<file path="src/core/tpc_cfg.svh">
// offsets, field positions and reset values of the tape transport panel control
`ifndef TPC_CFG_SVH
`define TPC_CFG_SVH

// ****************************************************************
// register offsets (byte addresses)
// ****************************************************************
`define TPC_OFF_STATUS 8'h00
`define TPC_OFF_CTRL 8'h04
`define TPC_OFF_CMD 8'h08

// ****************************************************************
// control register fields
// ****************************************************************
`define TPC_CTRL_NINE 0
`define TPC_CTRL_LOAD 1
`define TPC_CTRL_RST 2'h1

// ****************************************************************
// command register fields (write one to fire)
// ****************************************************************
`define TPC_CMD_FWD 0
`define TPC_CMD_REV 1
`define TPC_CMD_REWIND 2
`define TPC_CMD_RESET 3
`define TPC_CMD_ONLINE 4
`define TPC_CMD_OFFLINE 5

// ****************************************************************
// status register fields
// ****************************************************************
`define TPC_ST_LOADED 0
`define TPC_ST_READY 1
`define TPC_ST_SELECT 2
`define TPC_ST_LOAD_PT 3
`define TPC_ST_END_PT 4
`define TPC_ST_WR_LOCK 5
`define TPC_ST_WR_STATUS 6
`define TPC_ST_NINE 7
`define TPC_ST_REWIND 8
`define TPC_ST_RESET 9
`define TPC_ST_ONLINE 10
`define TPC_ST_FWD 11
`define TPC_ST_REV 12
`define TPC_ST_LOADING 13
`define TPC_ST_ADDR 16

// ****************************************************************
// unit address range
// ****************************************************************
`define TPC_ADDR_MAX 4'h8

`endif

</file>
<file path="src/core/tpc_pkg.sv">
// types shared by the tape transport panel control
package tpc_pkg;
	typedef logic [3:0] tpc_unit_t; // unit address 0 to 8
	typedef enum logic [1:0] {
		TPC_L_OFF,
		TPC_L_LOADING,
		TPC_L_OPERABLE
	} tpc_load_e; // load sequence states
	typedef enum logic [1:0] {
		TPC_M_IDLE,
		TPC_M_FWD,
		TPC_M_REV,
		TPC_M_REW
	} tpc_motion_e; // tape motion states
endpackage

</file>
<file path="src/core/tpc_sync.sv">
// two flip-flop synchroniser, one per bit
module tpc_sync #(
	parameter int W = 1
) (
	input wire logic mclk_i, // system clock
	input wire logic rst_n_i, // synchronous reset, active low
	input wire logic [W-1:0] d_i, // asynchronous inputs
	output logic [W-1:0] q_o // synchronised outputs
);
	// one two-stage chain per bit
	for (genvar i = 0; i < W; i++) begin : g_bit
		logic meta_reg; // first stage, read only by the second
		always_ff @(posedge mclk_i) begin
			if (!rst_n_i) begin
				meta_reg <= 1'b0;
				q_o[i] <= 1'b0;
			end else begin
				meta_reg <= d_i[i];
				q_o[i] <= meta_reg;
			end
		end
	end
endmodule

</file>
<file path="src/core/tpc_rise.sv">
// rising edge detector, one per bit
module tpc_rise #(
	parameter int W = 1
) (
	input wire logic mclk_i, // system clock
	input wire logic rst_n_i, // synchronous reset, active low
	input wire logic [W-1:0] d_i, // synchronised levels
	output logic [W-1:0] rise_o // one-cycle pulse on each rising edge
);
	// keep last level and flag a low to high step
	for (genvar i = 0; i < W; i++) begin : g_bit
		logic last_reg; // level seen one cycle ago
		always_ff @(posedge mclk_i) begin
			if (!rst_n_i) begin
				last_reg <= 1'b0;
			end else begin
				last_reg <= d_i[i];
			end
		end
		assign rise_o[i] = d_i[i] & ~last_reg;
	end
endmodule

</file>
<file path="src/core/tpc_top.sv">
// tape transport panel control: load, motion, indicators and register slave
// Function
// - on-line: ignore operator motion commands
// - off-line: manual motion only while loaded
// - load starts vacuum, drive; loaded stays
// - forward runs to load/end point or reset
// - backward runs until takeup empties or reset
// - rewind runs fast to load point or reset
// - reset stops any motion
// - reset indicator except during motion or load
// - select shows transport is addressed
// - ready only when operable and on-line
// - load-point and end-point indicators
// - write lock until loaded; ring gates writing
// - write status only on-line while writing
// - nine or seven track, never both
// - rewinding indicator during rewind
// - start switch acts as load
// - brakes release held, power on only
// - unit address 0 to 8, shown
//
// Implementation choices: the register offsets and the Wishbone slave port.
`include "tpc_cfg.svh"
module tpc_top #(
	parameter int ADDR_W = 8 // wishbone address width
) (
	input wire logic mclk_i, // 20 MHz clock
	input wire logic rst_n_i, // synchronous reset, active low
	// wishbone classic slave
	input wire logic wb_cyc_i, // bus cycle
	input wire logic wb_stb_i, // strobe
	input wire logic wb_we_i, // write enable
	input wire logic [ADDR_W-1:0] wb_adr_i, // byte address
	input wire logic [3:0] wb_sel_i, // byte lanes
	input wire logic [31:0] wb_dat_i, // write data
	output logic [31:0] wb_dat_o, // read data
	output logic wb_ack_o, // acknowledge
	// operator panel and transport sensors
	input wire logic power_on_i, // prime power present
	input wire logic reel_in_i, // file reel installed
	input wire logic tape_in_i, // tape threaded
	input wire logic ring_in_i, // write-enable ring present
	input wire logic load_sw_i, // load switch held
	input wire logic start_sw_i, // slide switch at start
	input wire logic brakes_sw_i, // slide switch at brakes
	input wire logic forward_motion_cmd_i, // forward switch
	input wire logic rev_sw_i, // backward switch
	input wire logic rewind_sw_i, // rewind switch
	input wire logic reset_sw_i, // reset switch
	input wire logic online_sw_i, // on-line switch
	input wire logic offline_sw_i, // off-line switch
	input wire tpc_pkg::tpc_unit_t addr_sw_i, // address thumbwheel
	input wire logic load_pt_i, // load point sensed
	input wire logic end_pt_i, // end point sensed
	input wire logic takeup_empty_i, // tape off takeup reel
	input wire logic vac_ok_i, // tape down in both chambers
	// tape control unit
	input wire tpc_pkg::tpc_unit_t tc_unit_i, // unit number addressed
	input wire logic tc_write_i, // write in progress request
	input wire logic tc_fwd_i, // system forward
	input wire logic tc_rev_i, // system backward
	input wire logic tc_rewind_i, // system rewind
	input wire logic tc_stop_i, // system stop
	// transport drives
	output logic vacuum_on_o, // vacuum system on
	output logic drive_on_o, // tape machinery on
	output logic motor_fwd_o, // forward drive
	output logic motor_rev_o, // backward drive
	output logic motor_hispeed_o, // rewind speed drive
	output logic brake_release_o, // hub brakes released
	output logic write_en_o, // write heads enabled
	// indicators
	output logic ind_load_o, // loaded
	output logic ind_select_o, // addressed
	output logic ind_ready_o, // ready
	output logic ind_load_pt_o, // at load point
	output logic ind_end_pt_o, // at end point
	output logic ind_wr_lock_o, // write lock
	output logic ind_wr_status_o, // writing
	output logic ind_nine_o, // nine track
	output logic ind_seven_o, // seven track
	output logic ind_rewind_o, // rewinding
	output logic ind_reset_o, // reset
	output logic ind_online_o, // on-line
	output logic ind_offline_o, // off-line
	output tpc_pkg::tpc_unit_t ind_addr_o // address selected
);
	import tpc_pkg::*;

	// ****************************************************************
	// pin synchronisation
	// ****************************************************************
	localparam int PIN_W = 30; // pins gathered below
	logic [PIN_W-1:0] pin_raw; // pins as they arrive
	logic [PIN_W-1:0] pin_s; // pins after two flops
	logic [PIN_W-1:0] pin_rise; // rising edges of synced pins
	assign pin_raw = {power_on_i, reel_in_i, tape_in_i, ring_in_i, load_sw_i, start_sw_i,
		brakes_sw_i, forward_motion_cmd_i, rev_sw_i, rewind_sw_i, reset_sw_i, online_sw_i,
		offline_sw_i, load_pt_i, end_pt_i, takeup_empty_i, vac_ok_i, tc_write_i, tc_fwd_i,
		tc_rev_i, tc_rewind_i, tc_stop_i, addr_sw_i, tc_unit_i};

	tpc_sync #(.W(PIN_W)) u_sync (
		.mclk_i(mclk_i),
		.rst_n_i(rst_n_i),
		.d_i(pin_raw),
		.q_o(pin_s)
	);

	tpc_rise #(.W(PIN_W)) u_rise (
		.mclk_i(mclk_i),
		.rst_n_i(rst_n_i),
		.d_i(pin_s),
		.rise_o(pin_rise)
	);

	logic power_s, reel_s, tape_s, ring_s, load_s, start_s, brakes_s; // levels
	logic load_pt_s, end_pt_s, takeup_empty_s, vac_ok_s, tc_write_s; // levels
	tpc_unit_t addr_s, unit_s; // addresses
	logic fwd_r, rev_r, rew_r, rst_r, on_r, off_r, lp_r; // panel and load point edges
	logic tc_fwd_r, tc_rev_r, tc_rew_r, tc_stop_r; // system edges
	assign {power_s, reel_s, tape_s, ring_s, load_s, start_s, brakes_s} = pin_s[29:23];
	assign {load_pt_s, end_pt_s, takeup_empty_s, vac_ok_s, tc_write_s} = pin_s[16:12];
	assign addr_s = pin_s[7:4];
	assign unit_s = pin_s[3:0];
	assign {fwd_r, rev_r, rew_r, rst_r, on_r, off_r, lp_r} = pin_rise[22:16];
	assign {tc_fwd_r, tc_rev_r, tc_rew_r, tc_stop_r} = pin_rise[11:8];

	// ****************************************************************
	// wishbone register slave
	// ****************************************************************
	logic [1:0] ctrl_reg; // nine-track select, software load hold
	logic [5:0] cmd_reg; // one-cycle command pulses
	logic bus_req; // new access this cycle
	logic [31:0] status_word; // assembled status
	assign bus_req = wb_cyc_i & wb_stb_i & ~wb_ack_o;

	// ack one cycle after the strobe, dropped the next
	always_ff @(posedge mclk_i) begin
		if (!rst_n_i) begin
			wb_ack_o <= 1'b0;
		end else begin
			wb_ack_o <= bus_req;
		end
	end

	// control register, byte lane zero
	always_ff @(posedge mclk_i) begin
		if (!rst_n_i) begin
			ctrl_reg <= `TPC_CTRL_RST;
		end else if (bus_req && wb_we_i && wb_sel_i[0] && wb_adr_i == `TPC_OFF_CTRL) begin
			ctrl_reg <= wb_dat_i[1:0];
		end
	end

	// command pulses last exactly one cycle
	always_ff @(posedge mclk_i) begin
		if (!rst_n_i) begin
			cmd_reg <= 6'h00;
		end else if (bus_req && wb_we_i && wb_sel_i[0] && wb_adr_i == `TPC_OFF_CMD) begin
			cmd_reg <= wb_dat_i[5:0];
		end else begin
			cmd_reg <= 6'h00;
		end
	end

	// read data, unmapped reads as zero
	always_ff @(posedge mclk_i) begin
		if (!rst_n_i) begin
			wb_dat_o <= 32'h0000_0000;
		end else if (bus_req && !wb_we_i) begin
			case (wb_adr_i)
				`TPC_OFF_STATUS: wb_dat_o <= status_word;
				`TPC_OFF_CTRL: wb_dat_o <= {30'h0000_0000, ctrl_reg};
				default: wb_dat_o <= 32'h0000_0000;
			endcase
		end
	end

	// ****************************************************************
	// command sources
	// ****************************************************************
	logic online_reg; // on-line mode
	logic loaded; // operable status
	logic load_req; // load held by panel, slide or software
	logic man_fwd, man_rev, man_rew; // operator starts
	logic sys_fwd, sys_rev, sys_rew; // system starts
	logic go_fwd, go_rev, go_rew; // accepted starts
	logic stop_any; // reset request
	assign load_req = load_s | start_s | ctrl_reg[`TPC_CTRL_LOAD];
	assign man_fwd = fwd_r | cmd_reg[`TPC_CMD_FWD];
	assign man_rev = rev_r | cmd_reg[`TPC_CMD_REV];
	assign man_rew = rew_r | cmd_reg[`TPC_CMD_REWIND];
	assign sys_fwd = tc_fwd_r & ind_select_o;
	assign sys_rev = tc_rev_r & ind_select_o;
	assign sys_rew = tc_rew_r & ind_select_o;
	// operator starts count only off-line, system starts only on-line
	assign go_fwd = loaded & (online_reg ? sys_fwd : man_fwd);
	assign go_rev = loaded & (online_reg ? sys_rev : man_rev);
	assign go_rew = loaded & (online_reg ? sys_rew : man_rew);
	assign stop_any = rst_r | cmd_reg[`TPC_CMD_RESET] | (tc_stop_r & ind_select_o);

	// mode switches; off-line after reset
	always_ff @(posedge mclk_i) begin
		if (!rst_n_i) begin
			online_reg <= 1'b0;
		end else if (off_r || cmd_reg[`TPC_CMD_OFFLINE]) begin
			online_reg <= 1'b0;
		end else if (on_r || cmd_reg[`TPC_CMD_ONLINE]) begin
			online_reg <= 1'b1;
		end
	end

	// ****************************************************************
	// load sequence
	// ****************************************************************
	tpc_load_e load_reg, load_next; // load state
	assign loaded = load_reg == TPC_L_OPERABLE;

	// vacuum and machinery start on load; released load aborts
	always_comb begin
		load_next = load_reg;
		case (load_reg)
			TPC_L_OFF: begin
				if (power_s && tape_s && load_req) begin
					load_next = TPC_L_LOADING;
				end
			end
			TPC_L_LOADING: begin
				if (!power_s || !load_req) begin
					load_next = TPC_L_OFF;
				end else if (vac_ok_s) begin
					load_next = TPC_L_OPERABLE;
				end
			end
			TPC_L_OPERABLE: begin
				if (!power_s || !vac_ok_s) begin
					load_next = TPC_L_OFF; // operable lost
				end
			end
			default: load_next = TPC_L_OFF;
		endcase
	end

	// load state and the drives it owns
	always_ff @(posedge mclk_i) begin
		if (!rst_n_i) begin
			load_reg <= TPC_L_OFF;
			vacuum_on_o <= 1'b0;
			drive_on_o <= 1'b0;
			ind_load_o <= 1'b0;
		end else begin
			load_reg <= load_next;
			vacuum_on_o <= load_next != TPC_L_OFF;
			drive_on_o <= load_next != TPC_L_OFF;
			ind_load_o <= load_next == TPC_L_OPERABLE;
		end
	end

	// ****************************************************************
	// tape motion
	// ****************************************************************
	tpc_motion_e motion_reg, motion_next; // motion state

	// starts taken only when idle; reset has priority
	always_comb begin
		motion_next = motion_reg;
		case (motion_reg)
			TPC_M_IDLE: begin
				if (stop_any) begin
					motion_next = TPC_M_IDLE;
				end else if (go_rew) begin
					motion_next = TPC_M_REW;
				end else if (go_rev) begin
					motion_next = TPC_M_REV;
				end else if (go_fwd) begin
					motion_next = TPC_M_FWD;
				end
			end
			TPC_M_FWD: begin
				// arriving at load point or at end point stops it
				if (stop_any || lp_r || end_pt_s) begin
					motion_next = TPC_M_IDLE;
				end
			end
			TPC_M_REV: begin
				if (stop_any || takeup_empty_s) begin
					motion_next = TPC_M_IDLE;
				end
			end
			TPC_M_REW: begin
				if (stop_any || load_pt_s) begin
					motion_next = TPC_M_IDLE;
				end
			end
			default: motion_next = TPC_M_IDLE;
		endcase
		// no motion without operable status
		if (load_next != TPC_L_OPERABLE) begin
			motion_next = TPC_M_IDLE;
		end
	end

	// motion state and motor drives
	always_ff @(posedge mclk_i) begin
		if (!rst_n_i) begin
			motion_reg <= TPC_M_IDLE;
			motor_fwd_o <= 1'b0;
			motor_rev_o <= 1'b0;
			motor_hispeed_o <= 1'b0;
			ind_rewind_o <= 1'b0;
		end else begin
			motion_reg <= motion_next;
			motor_fwd_o <= motion_next == TPC_M_FWD;
			motor_rev_o <= motion_next == TPC_M_REV;
			motor_hispeed_o <= motion_next == TPC_M_REW;
			ind_rewind_o <= motion_next == TPC_M_REW;
		end
	end

	// ****************************************************************
	// indicators and write path
	// ****************************************************************
	logic addr_ok; // thumbwheel inside 0 to 8
	logic sel_next; // addressed by tape control
	logic wr_next; // writing allowed and requested
	assign addr_ok = addr_s <= `TPC_ADDR_MAX;
	tpc_unit_t unit_last_reg, addr_last_reg; // synced words one cycle ago

	// words cross bit by bit; trust them only once steady, hiding skew
	always_ff @(posedge mclk_i) begin
		if (!rst_n_i) begin
			unit_last_reg <= '0;
			addr_last_reg <= '0;
		end else begin
			unit_last_reg <= unit_s;
			addr_last_reg <= addr_s;
		end
	end
	assign sel_next = addr_ok && (unit_s == addr_s) && (unit_s == unit_last_reg)
		&& (addr_s == addr_last_reg);
	assign wr_next = tc_write_s & online_reg & loaded & ring_s & sel_next;

	// reset shows unless moving or loading
	always_ff @(posedge mclk_i) begin
		if (!rst_n_i) begin
			ind_reset_o <= 1'b1;
		end else begin
			ind_reset_o <= motion_next == TPC_M_IDLE && load_next != TPC_L_LOADING;
		end
	end

	// write lock lights with power and reel, clears on loaded
	always_ff @(posedge mclk_i) begin
		if (!rst_n_i) begin
			ind_wr_lock_o <= 1'b0;
		end else begin
			ind_wr_lock_o <= power_s & reel_s & (load_next != TPC_L_OPERABLE);
		end
	end

	// selection, readiness, writing
	always_ff @(posedge mclk_i) begin
		if (!rst_n_i) begin
			ind_select_o <= 1'b0;
			ind_ready_o <= 1'b0;
			ind_wr_status_o <= 1'b0;
			write_en_o <= 1'b0;
		end else begin
			ind_select_o <= sel_next;
			ind_ready_o <= loaded & online_reg;
			ind_wr_status_o <= wr_next;
			write_en_o <= wr_next;
		end
	end

	// tape position, mode, tracks, address, brakes
	always_ff @(posedge mclk_i) begin
		if (!rst_n_i) begin
			ind_load_pt_o <= 1'b0;
			ind_end_pt_o <= 1'b0;
			ind_online_o <= 1'b0;
			ind_offline_o <= 1'b1;
			ind_nine_o <= 1'b0;
			ind_seven_o <= 1'b1;
			ind_addr_o <= 4'h0;
			brake_release_o <= 1'b0;
		end else begin
			ind_load_pt_o <= load_pt_s;
			ind_end_pt_o <= end_pt_s;
			ind_online_o <= online_reg;
			ind_offline_o <= ~online_reg;
			ind_nine_o <= ctrl_reg[`TPC_CTRL_NINE];
			ind_seven_o <= ~ctrl_reg[`TPC_CTRL_NINE];
			ind_addr_o <= addr_s;
			brake_release_o <= brakes_s & power_s;
		end
	end

	// status word built from indicator, motor drive and load state flops
	always_comb begin
		status_word = 32'h0000_0000;
		status_word[`TPC_ST_LOADED] = ind_load_o;
		status_word[`TPC_ST_READY] = ind_ready_o;
		status_word[`TPC_ST_SELECT] = ind_select_o;
		status_word[`TPC_ST_LOAD_PT] = ind_load_pt_o;
		status_word[`TPC_ST_END_PT] = ind_end_pt_o;
		status_word[`TPC_ST_WR_LOCK] = ind_wr_lock_o;
		status_word[`TPC_ST_WR_STATUS] = ind_wr_status_o;
		status_word[`TPC_ST_NINE] = ind_nine_o;
		status_word[`TPC_ST_REWIND] = ind_rewind_o;
		status_word[`TPC_ST_RESET] = ind_reset_o;
		status_word[`TPC_ST_ONLINE] = ind_online_o;
		status_word[`TPC_ST_FWD] = motor_fwd_o;
		status_word[`TPC_ST_REV] = motor_rev_o;
		status_word[`TPC_ST_LOADING] = load_reg == TPC_L_LOADING;
		status_word[`TPC_ST_ADDR +: 4] = ind_addr_o;
	end
endmodule

</file>
<file path="config.mk">
export PLATFORM = sky130hd
export DESIGN_NAME = tpc_top
export DESIGN_NICKNAME = d
export VERILOG_FILES = /design/src/core/tpc_pkg.sv /design/src/core/tpc_sync.sv /design/src/core/tpc_rise.sv /design/src/core/tpc_top.sv
export VERILOG_INCLUDE_DIRS = /design/src /design/src/core
export SDC_FILE = /design/constraint.sdc
export NUM_CORES = 1
export LEC_CHECK = 0
export ABC_CLOCK_PERIOD_IN_PS = 3200
export BUFFER_PORTS_ARGS = -buffer_cell sky130_fd_sc_hd__buf_4
export CELL_PAD_IN_SITES_DETAIL_PLACEMENT = 1
export CELL_PAD_IN_SITES_GLOBAL_PLACEMENT = 1
export CORE_AREA = 8 8 110 112
export CTS_CLUSTER_SIZE = 12
export DETAILED_ROUTE_END_ITERATION = 8
export DIE_AREA = 0 0 118 120
export MAX_ROUTING_LAYER = met4
export PLACE_DENSITY = 0.81
export SETUP_SLACK_MARGIN = 0.3
export SLEW_MARGIN = 10
export SYNTH_ARGS = -nofsm -noshare
export SYNTH_HDL_FRONTEND = slang
export SYNTH_SLANG_ARGS = --single-unit
export TNS_END_PERCENT = 30
</file>
<file path="constraint.sdc">
create_clock -name mclk_i -period 3.2 [get_ports mclk_i]
set_input_delay 0.64 -clock mclk_i [delete_from_list [all_inputs] [get_ports mclk_i]]
set_output_delay 0.64 -clock mclk_i [all_outputs]
set_load 0.01 [all_outputs]
</file>
==> results.py <==
metrics = {
    "timing": {
        "slew_violations": 0,
        "slew_headroom": 0.442,
        "fin_crit_ns": 1.99,
        "rsz0062_at_grt": "false",
        "hold_viol": 0,
        "tightest_slew_ns": 0.831,
        "finalSetupViolCount": 0,
        "max_freq_mhz": 502,
        "fin_setup_tns_ns": 0,
        "min_period_over_period": 0.622,
        "finClkSkew_ns": 0.00942,
    },
    "die": {
        "coreArea_mm2": 0.0105,
        "die_w_um": 118,
        "io_pins": 136,
        "die_h_um": 120,
        "initial_core_util": 0.397,
        "rows": 38,
        "die-area_mm2": 0.0142,
    },
    "power": {
        "switching_share": 0.216,
        "switchingPower_mw": 0.807,
        "irDropWorstVdd_uv": 315,
        "leakage_nw": 2.37,
        "p_int_mw": 2.93,
        "p_seq_frac": 0.442,
        "p_clk_frac": 0.520,
        "power_frac_comb": 0.039,
        "power.density_mw_per_mm2": 675,
    },
    "global_routing": {
        "grtUsageTotal": 0.152,
        "antenna_found_initial": 0,
        "gr-total-overflow": 0,
        "grt_util_met1": 0.158,
        "grtUsageMet2": 0.263,
        "met3_usage": 0.0521,
        "grt_start_max_net_pins": 43,
        "grt_pass1_wl_mm": 16.7,
        "grt-busiest-layer": "met2",
        "grt_pass1_vias": 3316,
    },
    "synthesis": {
        "synth_area_leader_cell": "dfxtp_1",
        "ys_top_cells_by_count": "dfxtp_1 (127), and2_1 (88), nor2b_1 (22), a22oi_1 (17), buf_4 (17)",
        "synth_area_leaders": "dfxtp_1 (61%), and2_1 (13%), nor2b_1 (3.3%)",
        "async_flop_share": 0,
        "ys_seq_area_frac": 0.609,
        "synth_top_area_frac": 0.609,
        "synth_warnings": 0,
        "synth-seq-cells": 127,
        "synth_edf_count": 0,
        "avgSynthCellArea_um2": 10.9,
        "netlist_area_mm2": 0.00418,
        "ys_types": 45,
        "synth_most_common_cell": "dfxtp_1",
        "syn-instance-count": 384,
        "synthFlopType": "dfxtp_1",
    },
    "finish": {
        "nFillCells": 1144,
        "drive_gt1_frac": 0.280,
        "fin_nets": 558,
        "multiInputGateArea_mm2": 0.00145,
        "syn_to_final_growth_pct": 32.6,
        "n_antenna_cell": 0,
        "fin_area_mm2": 0.00554,
        "area.sequential_mm2": 0.00254,
    },
    "status": {
        "outcome": "finished, final reports clean",
    },
    "worst_setup_path": {
        "setup.worst_path.class": "reg -> reg",
        "worstPathRequired_ns": 3.60,
        "critPathBufInv": 0,
        "cp_top_family": "simple AND/OR/NAND/NOR gates",
        "crit_slowest_cell": "or4_4",
        "slowest_delay_ns": 0.49,
        "path_max_fanout": 6,
        "crit_path_end_kind": "register",
        "cp_cell_sequence": "and3b_1 -> or4_4 -> nand2b_4 -> or3_4 -> and3_1",
        "worstSetupStartpointType": "register",
        "worstPathArrival_ns": 2.39,
    },
    "place": {
        "io_buffers": 92,
        "place_hpwl_mm": 6.95,
        "dpl_cell_area_mm2": 0.00493,
        "gp_congestion": 0.783,
    },
    "cts": {
        "htreeDepth": 4,
        "clk_latency_ns": 0.51,
        "clockRootBuffer": "clkbuf_8",
        "cts_buffers": 17,
        "post_cts_resized": 0,
        "hold_buffers": 0,
        "clkTransAtPathRegs_ns": 0.06,
        "cts_tree": "yes",
        "cts_buffer_depth": 2,
        "cts_setup_buffers": 0,
        "clock-sinks": 127,
    },
    "job": {
        "max_cap_violations": 0,
    },
    "detailed_routing": {
        "vias_per_cell": 4.62,
        "ant_nets": 0,
        "dr.pass1.iters": 4,
        "wl_per_cell_um": 15.9,
        "num_vias": 2917,
        "routed_wl_mm": 10.0,
        "drt_iter0_drc": 135,
        "drcViolationCount": 0,
    },
    "worst_hold_path": {
        "min_path_type": "in -> reg",
    },
}
[final timing paths]
path / startpoint / endpoint / slack [ns] / cells past startpoint
setup / recovery: ind_select_o$_SDFF_PN0_ / ind_reset_o$_SDFF_PN1_ / 1.21 / 5
hold / removal: wb_dat_i[5] / cmd_reg[5]$_SDFF_PN0_ / 0.32 / 2
setup reg to reg: ind_select_o$_SDFF_PN0_ / ind_reset_o$_SDFF_PN1_ / 1.21 / 5
hold reg to reg: cmd_reg[5]$_SDFF_PN0_ / online_reg$_SDFFE_PP0P_ / 0.41 / 1
[cell families after synthesis]
group                  count (synthesis)  synth area share
muxes                                  5            0.0126
DFF                                  127             0.609
and+or+nand+nor                      171             0.257
AOI/OAI and AO/OA                     36            0.0656
other                                  1          0.000898
buffers and inverters                 44            0.0551
[cell usage in the layout, fill, tap and decap left out, types with 3 or more instances in the layout]
master,n
dfxtp_1,127
buf_4,96
and2_1,88
nor2b_1,22
a22oi_1,17
clkbuf_16,16
conb_1,14
nor2_1,10
inv_1,10
nand2_1,9
nor4_1,7
nand2b_1,6
inv_6,6
nor3_1,5
and4_1,3
nand4_1,3
mux2i_1,3
o21ai_0,3
o211ai_1,3
bufinv_16,3
[stage by stage]
step / hold WS, ns / setup slack, ns / std cells / power, mW / utilization
2_1_floorplan: 0.374 / 1.29 / 397 / 1.76 / -
3_3_place_gp: 0.388 / 0.895 / 600 / 1.82 / 0.469
3_5_place_dp: 0.405 / 0.867 / 600 / 1.83 / 0.469
4_1_cts: 0.303 / 1.20 / 632 / 3.78 / 0.527
5_1_grt: 0.312 / 1.06 / 632 / 3.87 / 0.527
6_report: 0.324 / 1.21 / 632 / 3.74 / 0.527
[final cells by class]
cell class / count / share of cell area
inverter: 11 / 0.00746
multi-input combinational: 226 / 0.262
timing repair buffer: 96 / 0.130
tap: 140 / 0.0316
sequential: 127 / 0.459
clock inverter: 14 / 0.0321
clock buffer: 18 / 0.0773
[per-layer routing]
layer,share of wire,vias up
met3,0.046,19
met4,0.017,0
met5,0,-
li1,-,1432
met2,0.52,83
met1,0.42,1383
[power by group through the flow]
| stage | sequential [mW] | clock, mW | combinational [mW] |
|---|---|---|---|
| 2_1_floorplan | 1.68 | 0 | 0.0840 |
| 3_3_place_gp | 1.68 | 0 | 0.139 |
| 3_5_place_dp | 1.68 | 0 | 0.144 |
| 4_1_cts | 1.65 | 1.98 | 0.146 |
| 5_1_grt | 1.66 | 2.06 | 0.161 |
| 6_report | 1.65 | 1.94 | 0.144 |
[worst reg2reg max path, delay by kind of cell, from the launching register on]
kind	cells	cell delay [ns]
flip-flops	1	0.40
AND/OR/NAND/NOR	5	1.49
Power figures use the tool's default switching activity.
